$ cat src/verilog/brk_map.svh
`ifndef BRK_MAP_SVH
`define BRK_MAP_SVH

// ---------------------------------------------------------------
// register offsets
// ---------------------------------------------------------------
`define BRK_OFS_STATUS_CONTROL 3'h0
`define BRK_OFS_ADDRESS_HIGH 3'h1
`define BRK_OFS_ADDRESS_LOW 3'h2
`define BRK_OFS_WAKE_STATUS 3'h3
`define BRK_OFS_FLAG_CLEAR 3'h4

// ---------------------------------------------------------------
// field positions
// ---------------------------------------------------------------
`define BRK_BIT_ENABLE 7
`define BRK_BIT_ACTIVE 6
`define BRK_BIT_WOKE 1
`define BRK_BIT_CLEAR_EN 7

// ---------------------------------------------------------------
// reset values and vectors
// ---------------------------------------------------------------
`define BRK_RST_BYTE 8'h00
`define BRK_RST_ADDR 16'h0000
`define BRK_VEC_NORMAL 16'hFFFC
`define BRK_VEC_MONITOR 16'hFEFC

`endif

$ cat src/verilog/brk_pkg.sv
package brk_pkg;
   // break sequencer states, gray along idle -> pending -> active
   typedef enum logic [1:0] {
      BRK_IDLE = 2'h0,
      BRK_PENDING = 2'h1,
      BRK_ACTIVE = 2'h3
   } brk_state_t;
endpackage
$ cat src/verilog/address_breakpoint_unit.sv
// The implementer's own choices: the address map and strobed register access.
`timescale 1ns/10ps
`default_nettype none
`include "brk_map.svh"

module address_breakpoint_unit (
   // clock, reset, enable
   input wire logic ref_clk_i,
   input wire logic srst_i,
   input wire logic clk_en_i,
   // register port
   input wire logic [2:0] reg_addr_i,
   input wire logic [7:0] reg_wdata_i,
   input wire logic reg_wr_i,
   input wire logic reg_rd_i,
   output logic [7:0] reg_rdata_o,
   // cpu address bus and sequencer
   input wire logic [15:0] cpu_addr_i,
   input wire logic cpu_pc_addr_i,
   input wire logic cpu_last_cycle_i,
   input wire logic cpu_rti_i,
   input wire logic monitor_mode_i,
   input wire logic core_wait_i,
   input wire logic core_stop_i,
   // reset pin test level, asynchronous
   input wire logic test_high_voltage_i,
   // break outputs
   output logic break_req_o,
   output logic swi_load_o,
   output logic [15:0] vector_addr_o,
   output logic break_state_o,
   output logic timer_one_halt_o,
   output logic timer_two_halt_o,
   output logic watchdog_disable_o,
   output logic lowpower_exit_o,
   output logic clear_flags_allowed_o
);

   // ---------------------------------------------------------------
   // declarations
   // ---------------------------------------------------------------
   brk_pkg::brk_state_t state_reg;
   brk_pkg::brk_state_t state_next;
   logic breakpoint_enable_reg;
   logic break_active_reg;
   logic [7:0] break_address_high_reg;
   logic [7:0] break_address_low_reg;
   logic woke_by_break_reg;
   logic clear_flags_in_break_enable_reg;
   logic match_reg;
   logic match_last_reg;
   logic tst_meta_reg;
   logic tst_sync_reg;
   logic [7:0] rdata_reg;
   logic [15:0] vector_reg;
   logic wr_ctrl;
   logic sw_break;
   logic addr_hit;
   logic start_now;
   logic lowpower;

   // ---------------------------------------------------------------
   // register decode
   // ---------------------------------------------------------------
   // a write to the control byte with the active bit high forces a break
   assign wr_ctrl = reg_wr_i && (reg_addr_i == `BRK_OFS_STATUS_CONTROL);
   assign sw_break = wr_ctrl && reg_wdata_i[`BRK_BIT_ACTIVE];

   // ---------------------------------------------------------------
   // test level synchroniser
   // ---------------------------------------------------------------
   // the pin level is asynchronous, so two flops before anyone reads it
   always_ff @(posedge ref_clk_i) begin
      if (srst_i) begin
         tst_meta_reg <= 1'b0;
         tst_sync_reg <= 1'b0;
      end else if (clk_en_i) begin
         tst_meta_reg <= test_high_voltage_i;
         tst_sync_reg <= tst_meta_reg;
      end
   end

   // ---------------------------------------------------------------
   // address comparator
   // ---------------------------------------------------------------
   // only program counter cycles count; data cycles could alias the address
   assign addr_hit = breakpoint_enable_reg && cpu_pc_addr_i &&
      (cpu_addr_i == {break_address_high_reg, break_address_low_reg});

   // compare is registered: one request per matching bus cycle, and the
   // clock keeps running in wait mode so breaks still fire there
   always_ff @(posedge ref_clk_i) begin
      if (srst_i) begin
         match_reg <= 1'b0;
         match_last_reg <= 1'b0;
      end else if (clk_en_i) begin
         match_reg <= addr_hit;
         match_last_reg <= cpu_last_cycle_i;
      end
   end

   // ---------------------------------------------------------------
   // break sequencer
   // ---------------------------------------------------------------
   // a last cycle match starts at once, but only from idle so that a match
   // inside the handler never injects a second opcode
   assign start_now = match_reg && match_last_reg &&
      (state_reg == brk_pkg::BRK_IDLE);
   assign lowpower = core_wait_i || core_stop_i;

   always_comb begin
      state_next = state_reg;
      case (state_reg)
         brk_pkg::BRK_IDLE: begin
            if (start_now) begin
               state_next = brk_pkg::BRK_ACTIVE;
            end else if (match_reg || sw_break) begin
               state_next = brk_pkg::BRK_PENDING;
            end
         end
         brk_pkg::BRK_PENDING: begin
            // opcode is injected once the current instruction completes, or at once while the core is in wait or stop
            if (cpu_last_cycle_i || lowpower) begin
               state_next = brk_pkg::BRK_ACTIVE;
            end
         end
         brk_pkg::BRK_ACTIVE: begin
            if (cpu_rti_i) begin
               state_next = brk_pkg::BRK_IDLE;
            end
         end
         default: begin
            state_next = brk_pkg::BRK_IDLE;
         end
      endcase
   end

   always_ff @(posedge ref_clk_i) begin
      if (srst_i) begin
         state_reg <= brk_pkg::BRK_IDLE;
      end else if (clk_en_i) begin
         state_reg <= state_next;
      end
   end

   // request and opcode injection towards the cpu
   assign break_req_o = match_reg || (state_reg == brk_pkg::BRK_PENDING);
   assign swi_load_o = start_now || ((state_reg == brk_pkg::BRK_PENDING) &&
      (cpu_last_cycle_i || lowpower));
   // a break taken while the core sleeps also wakes it up
   assign lowpower_exit_o = swi_load_o && lowpower;

   // ---------------------------------------------------------------
   // vector select
   // ---------------------------------------------------------------
   always_ff @(posedge ref_clk_i) begin
      if (srst_i) begin
         vector_reg <= `BRK_VEC_NORMAL;
      end else if (clk_en_i) begin
         vector_reg <= monitor_mode_i ? `BRK_VEC_MONITOR : `BRK_VEC_NORMAL;
      end
   end
   assign vector_addr_o = vector_reg;

   // ---------------------------------------------------------------
   // break side effects
   // ---------------------------------------------------------------
   assign break_state_o = (state_reg == brk_pkg::BRK_ACTIVE);
   assign timer_one_halt_o = break_state_o;
   assign timer_two_halt_o = break_state_o;
   // watchdog keeps running unless a break is active and the bench holds test voltage on reset
   assign watchdog_disable_o = break_state_o && tst_sync_reg;
   // outside a break flags always clear; inside only when permitted
   assign clear_flags_allowed_o = !break_state_o || clear_flags_in_break_enable_reg;

   // ---------------------------------------------------------------
   // control register
   // ---------------------------------------------------------------
   always_ff @(posedge ref_clk_i) begin
      if (srst_i) begin
         breakpoint_enable_reg <= 1'b0;
      end else if (clk_en_i && wr_ctrl) begin
         breakpoint_enable_reg <= reg_wdata_i[`BRK_BIT_ENABLE];
      end
   end

   // hardware set beats a software clear in the same cycle
   always_ff @(posedge ref_clk_i) begin
      if (srst_i) begin
         break_active_reg <= 1'b0;
      end else if (clk_en_i) begin
         if (match_reg || sw_break) begin
            break_active_reg <= 1'b1;
         end else if (wr_ctrl) begin
            break_active_reg <= 1'b0;
         end
      end
   end

   // ---------------------------------------------------------------
   // breakpoint address bytes
   // ---------------------------------------------------------------
   always_ff @(posedge ref_clk_i) begin
      if (srst_i) begin
         break_address_high_reg <= `BRK_RST_BYTE;
         break_address_low_reg <= `BRK_RST_BYTE;
      end else if (clk_en_i && reg_wr_i) begin
         if (reg_addr_i == `BRK_OFS_ADDRESS_HIGH) begin
            break_address_high_reg <= reg_wdata_i;
         end
         if (reg_addr_i == `BRK_OFS_ADDRESS_LOW) begin
            break_address_low_reg <= reg_wdata_i;
         end
      end
   end

   // ---------------------------------------------------------------
   // wake status and flag clear control
   // ---------------------------------------------------------------
   // wake flag: set wins over the software zero write
   always_ff @(posedge ref_clk_i) begin
      if (srst_i) begin
         woke_by_break_reg <= 1'b0;
      end else if (clk_en_i) begin
         if (lowpower_exit_o) begin
            woke_by_break_reg <= 1'b1;
         end else if (reg_wr_i && (reg_addr_i == `BRK_OFS_WAKE_STATUS) &&
                      !reg_wdata_i[`BRK_BIT_WOKE]) begin
            woke_by_break_reg <= 1'b0;
         end
      end
   end

   always_ff @(posedge ref_clk_i) begin
      if (srst_i) begin
         clear_flags_in_break_enable_reg <= 1'b0;
      end else if (clk_en_i && reg_wr_i && (reg_addr_i == `BRK_OFS_FLAG_CLEAR)) begin
         clear_flags_in_break_enable_reg <= reg_wdata_i[`BRK_BIT_CLEAR_EN];
      end
   end

   // ---------------------------------------------------------------
   // read path
   // ---------------------------------------------------------------
   // data stands only in the cycle after the strobe; unmapped reads zero
   always_ff @(posedge ref_clk_i) begin
      if (srst_i) begin
         rdata_reg <= `BRK_RST_BYTE;
      end else if (clk_en_i) begin
         rdata_reg <= `BRK_RST_BYTE;
         if (reg_rd_i) begin
            case (reg_addr_i)
               `BRK_OFS_STATUS_CONTROL: begin
                  rdata_reg[`BRK_BIT_ENABLE] <= breakpoint_enable_reg;
                  rdata_reg[`BRK_BIT_ACTIVE] <= break_active_reg;
               end
               `BRK_OFS_ADDRESS_HIGH: begin
                  rdata_reg <= break_address_high_reg;
               end
               `BRK_OFS_ADDRESS_LOW: begin
                  rdata_reg <= break_address_low_reg;
               end
               `BRK_OFS_WAKE_STATUS: begin
                  // the handler checks this before rewinding its return address
                  rdata_reg[`BRK_BIT_WOKE] <= woke_by_break_reg;
               end
               `BRK_OFS_FLAG_CLEAR: begin
                  rdata_reg[`BRK_BIT_CLEAR_EN] <= clear_flags_in_break_enable_reg;
               end
               default: begin
                  rdata_reg <= `BRK_RST_BYTE;
               end
            endcase
         end
      end
   end
   assign reg_rdata_o = rdata_reg;

   // ---------------------------------------------------------------
   // assertions
   // ---------------------------------------------------------------
   // a registered match needs an enabled pc cycle on the programmed address
   match_cause_a: assert property (
      @(posedge ref_clk_i) disable iff (srst_i)
      $rose(match_reg) |-> $past(clk_en_i) && $past(breakpoint_enable_reg) &&
         $past(cpu_pc_addr_i) &&
         ($past(cpu_addr_i) == {break_address_high_reg, break_address_low_reg}))
      else $error("match without enabled pc address hit");

   // data cycles on the breakpoint address never raise a match
   pc_only_a: assert property (
      @(posedge ref_clk_i) disable iff (srst_i)
      clk_en_i && !cpu_pc_addr_i |=> !match_reg)
      else $error("non-pc cycle produced a match");

   // pending break turns into the opcode load on the instruction end
   swi_inject_a: assert property (
      @(posedge ref_clk_i) disable iff (srst_i)
      clk_en_i && state_reg == brk_pkg::BRK_PENDING && cpu_last_cycle_i
      |-> swi_load_o ##1 break_state_o)
      else $error("pending break not injected at instruction end");

   // vector follows the monitor mode strap one cycle later
   vector_pick_a: assert property (
      @(posedge ref_clk_i) disable iff (srst_i)
      clk_en_i |=> vector_addr_o ==
         ($past(monitor_mode_i) ? `BRK_VEC_MONITOR : `BRK_VEC_NORMAL))
      else $error("wrong break vector");

   // match on the last cycle starts the break with no pending phase
   immediate_start_a: assert property (
      @(posedge ref_clk_i) disable iff (srst_i)
      clk_en_i && state_reg == brk_pkg::BRK_IDLE && match_reg && match_last_reg
      |-> swi_load_o ##1 state_reg == brk_pkg::BRK_ACTIVE)
      else $error("last cycle match did not start at once");

   // return from interrupt leaves the break state on the next edge
   rti_exit_a: assert property (
      @(posedge ref_clk_i) disable iff (srst_i)
      clk_en_i && break_state_o && cpu_rti_i |=> !break_state_o && !timer_one_halt_o)
      else $error("break not ended by return");

   // a software write of one raises the active bit and a break
   sw_break_a: assert property (
      @(posedge ref_clk_i) disable iff (srst_i)
      clk_en_i && sw_break && state_reg == brk_pkg::BRK_IDLE
      |=> break_active_reg && state_reg != brk_pkg::BRK_IDLE)
      else $error("software break ignored");

   // the active bit only falls on a zero write
   active_clear_a: assert property (
      @(posedge ref_clk_i) disable iff (srst_i)
      $fell(break_active_reg) |-> $past(wr_ctrl) && !$past(match_reg))
      else $error("active bit cleared without write");

   // with the enable low no match can appear
   enable_gate_a: assert property (
      @(posedge ref_clk_i) disable iff (srst_i)
      clk_en_i && !breakpoint_enable_reg |=> !match_reg)
      else $error("match while disabled");

   // reset empties the address bytes
   addr_reset_a: assert property (
      @(posedge ref_clk_i)
      srst_i |=> {break_address_high_reg, break_address_low_reg} == `BRK_RST_ADDR)
      else $error("address bytes not cleared by reset");

   // both timers halt from the edge after the opcode load
   timer_halt_a: assert property (
      @(posedge ref_clk_i) disable iff (srst_i)
      clk_en_i && swi_load_o |=> timer_one_halt_o && timer_two_halt_o && break_state_o)
      else $error("timers still running in break");

   // watchdog disable follows the pin level two enabled edges back, in a break only
   wdog_gate_a: assert property (
      @(posedge ref_clk_i) disable iff (srst_i)
      $past(clk_en_i) && $past(clk_en_i, 2)
      |-> watchdog_disable_o == (break_state_o && $past(test_high_voltage_i, 2)))
      else $error("watchdog disable does not follow test level");

   // a break out of stop or wait sets the wake flag next cycle
   wake_flag_a: assert property (
      @(posedge ref_clk_i) disable iff (srst_i)
      clk_en_i && lowpower_exit_o |=> woke_by_break_reg)
      else $error("wake flag not set on low power exit");

   // flag clearing is locked during a break unless enabled
   clear_lock_a: assert property (
      @(posedge ref_clk_i) disable iff (srst_i)
      break_state_o && !clear_flags_in_break_enable_reg |-> !clear_flags_allowed_o)
      else $error("flags clearable in break while locked");

   // one registered match lasts exactly as long as the hits
   one_request_a: assert property (
      @(posedge ref_clk_i) disable iff (srst_i)
      clk_en_i && addr_hit ##1 clk_en_i && !addr_hit |=> !match_reg)
      else $error("match outlived the bus cycle");

endmodule

`default_nettype wire

$ cat config.mk
export PLATFORM = sky130hd
export DESIGN_NAME = address_breakpoint_unit
export DESIGN_NICKNAME = d
export VERILOG_FILES = /design/src/verilog/brk_pkg.sv /design/src/verilog/address_breakpoint_unit.sv
export VERILOG_INCLUDE_DIRS = /design/src /design/src/verilog
export SDC_FILE = /design/constraint.sdc
export NUM_CORES = 1
export LEC_CHECK = 0
export ABC_AREA = 1
export BUFFER_PORTS_ARGS = -buffer_cell sky130_fd_sc_hd__buf_2
export CAP_MARGIN = 20
export CORE_ASPECT_RATIO = 0.5
export CORE_MARGIN = 10
export CORE_UTILIZATION = 49
export DETAILED_ROUTE_END_ITERATION = 10
export PLACE_DENSITY = 0.79
export SETUP_SLACK_MARGIN = 0.05
export SYNTH_ARGS = -nofsm -noshare
export SYNTH_HDL_FRONTEND = slang
export SYNTH_SLANG_ARGS = --single-unit
export TNS_END_PERCENT = 50
$ cat constraint.sdc
create_clock -name ref_clk_i -period 1.2 [get_ports ref_clk_i]
set_input_delay 0.24 -clock ref_clk_i [delete_from_list [all_inputs] [get_ports ref_clk_i]]
set_output_delay 0.24 -clock ref_clk_i [all_outputs]
set_load 0.02 [all_outputs]
==> results.py <==
metrics = {
    "worst_setup_path": {
        "arrival_ns": 1.10,
        "cp-start-kind": "register",
        "critPathCaptureType": "output pin",
        "cp.required_ns": 0.96,
        "critPathKind": "register to output pin",
        "critPathMaxFanout": 3,
    },
    "final_layout": {
        "multi_input_area_sq_um": 1040,
        "final_core_util_pct": 63.9,
        "fillers": 367,
        "diodes": 0,
        "layoutNonFillerInstCount": 404,
        "seqCellArea_sq_um": 713,
        "syn2layout_area_growth_pct": 26.9,
        "drive_gt1_share_pct": 34.0,
        "fin_nets": 388,
    },
    "clock_tree": {
        "cts_num_sinks": 35,
        "cts.clk_slew.worst_paths_ns": 0.07,
        "cts_hold_buf": 0,
        "htreeDepth": 2,
        "tritoncts": "yes",
        "cts_buffer_depth": 2,
        "clock-root-buffer": "clkbuf_8",
        "cts_made_buffers": 5,
        "clkLatencyLatePin_ns": 0.30,
    },
    "logic_synthesis": {
        "synth_cells": 281,
        "synth_seq_area_share_pct": 35.8,
        "async_flop_share_pct": 0,
        "synth-edff-count": 0,
        "synth_ff_type": "dfxtp_1",
        "yosys_warnings": 0,
        "ys_ff_latch": 35,
        "syn_area_sq_um": 1960,
        "avgSynthCellArea_sq_um": 6.96,
        "synth_cell_types": 30,
    },
    "die": {
        "pin_count": 71,
        "die_x_um": 109,
        "start_util_pct": 50.4,
        "dieArea_sq_um": 7070,
        "die_y_um": 64.7,
        "row_count": 16,
        "core-area_sq_um": 3880,
    },
    "power": {
        "p_per_area_nw_per_um2": 970,
        "power.leakage_uw": 0.00118,
        "ir_worst_vdd_uv": 442,
    },
    "placed_design": {
        "dp.cells": 391,
        "gp_congestion": 0.912,
        "portBuffers": 55,
        "place_hpwl_um": 4090,
    },
    "timing": {
        "period_minus_slack_ns": 1.34,
        "fin_ws_ns": -0.138,
        "setup_viol": 8,
        "rsz0062_at_grt": "yes",
        "fmax_mhz": 747,
        "report.final.hold_viol_count": 0,
        "slew_viol_final": 0,
        "finClkSkew_ns": 0.0107,
        "post-route-period-util_pct": 112,
    },
    "routing": {
        "via_per_inst": 4.90,
        "wl_um": 5350,
        "drtIter0Drc": 68,
        "drt-pass1-iter-count": 5,
        "num_vias": 1978,
        "drcViolationCount": 0,
        "routedWlPerCell_um": 13.2,
        "ant_nets": 0,
    },
    "global_routing": {
        "grt_pass1_wl_um": 8470,
        "antenna_found_initial": 0,
        "grt-ovfl-total": 0,
        "grt_max_degree": 21,
        "grt_pass1_vias": 1926,
        "grtUsageTotal_pct": 14.6,
    },
    "status": {
        "status": "complete, but fails checks",
        "violations": "setup timing",
    },
    "hold_path": {
        "min_path_type": "primary input to register",
    },
    "job": {
        "maxCapViolCount": 0,
    },
}
[per-stage QoR]
stage | total power, uW | hold slack, ns | cell area [sq um] | setup WS, ns | setup TNS (ns)
after floorplan | 1470 | 0.302 | 2010 | 0.0614 | 0
after global placement | 1570 | 0.420 | 2260 | 0.0389 | 0
after detailed placement | 1580 | 0.427 | 2260 | -0.0293 | -0.0705
after CTS | 2400 | 0.117 | 2420 | -0.149 | -0.629
after global routing | 2500 | 0.128 | 2480 | -0.187 | -1.02
final | 2410 | 0.118 | 2480 | -0.138 | -0.589
[logic make-up after synthesis]
logic type      Yosys count  share of synthesized area (%)
simple gates            110                           25.5
compound gates           65                           18.2
buf+inv                  60                           16.1
flops                    35                           35.8
xor+xnor                  9                           4.03
other cells               2                          0.384
[report_power, final]
part,internal [uW],switching [uW]
Combinational,141,231
Sequential,1180,16.9
Clock,407,428
Total,1730,676
[placed cells by master (no fill, tap or decap), types with 5 or more instances in the layout]
| cell | netlist | routed |
|---|---|---|
| nand3_1 | 8 | 8 |
| inv_2 | 3 | 6 |
| a21oi_1 | 28 | 25 |
| a21oi_2 | 3 | 6 |
| o21ai_0 | 24 | 23 |
| dfxtp_1 | 35 | 29 |
| xor2_1 | 7 | 7 |
| buf_4 | 18 | 20 |
| clkbuf_8 | 0 | 5 |
| inv_1 | 32 | 27 |
| buf_2 | 1 | 48 |
| nor2_1 | 29 | 24 |
| conb_1 | 2 | 15 |
| nand2_1 | 61 | 58 |
[critical path, stage by stage, from the launching register on]
cell     delay [ns]
dfxtp_2        0.33
nand2_2        0.05
inv_2          0.08
o21ai_4        0.07
nor2_2         0.14
buf_6          0.14
[cell type report]
class	count	area share [%]
tap	54	2.72
sequential	35	28.7
timing repair buffer	72	17.5
inverter	36	5.75
clock inverter	1	0.202
clock buffer	7	3.07
multi-input combinational	199	42.0
[final timing paths]
| kind | startpoint | endpoint | slack (ns) | cells after the start |
|---|---|---|---|---|
| worst max-delay path | match_reg | lowpower_exit_o | -0.14 | 5 |
| worst min-delay path | monitor_mode_i | vector_addr_o[8] | 0.12 | 2 |
| worst max register to register | match_reg | state_reg[1] | 0.06 | 7 |
| worst min register to register | vector_addr_o[8] | vector_addr_o[8] | 0.46 | 2 |
[synth_stat cells (2+ instances only)]
master	n	area, sq um
nor2_1	29	109
nand3_1	8	40.0
o211ai_1	2	15.0
nand4_1	2	12.5
conb_1	2	7.51
xnor2_1	2	17.5
o21ai_1	2	10.0
nand3_2	2	20.0
buf_4	18	135
nor2_4	2	22.5
inv_2	3	11.3
clkbuf_1	3	11.3
a21oi_1	28	140
nand2_1	61	229
o22ai_1	3	18.8
xor2_1	7	61.3
dfxtp_1	35	701
inv_1	32	120
a21oi_2	3	26.3
o21ai_0	24	120
nand2_2	2	12.5
o21ai_2	2	17.5
nand3_4	2	35.0
[metal layers]
metal	global-route usage, %	wire [um]
met1	16.4	2170
met2	25.5	2580
met3	5.62	497
met4	3.87	96
met5	0	0
[repair_timing]
action	in CTS	in global routing
endpoints found under the setup margin	8	12
pin swaps	3	3
setup buffers	5	1
gates resized for setup	22	21
Note: power is estimated with default switching activity, not from simulation.
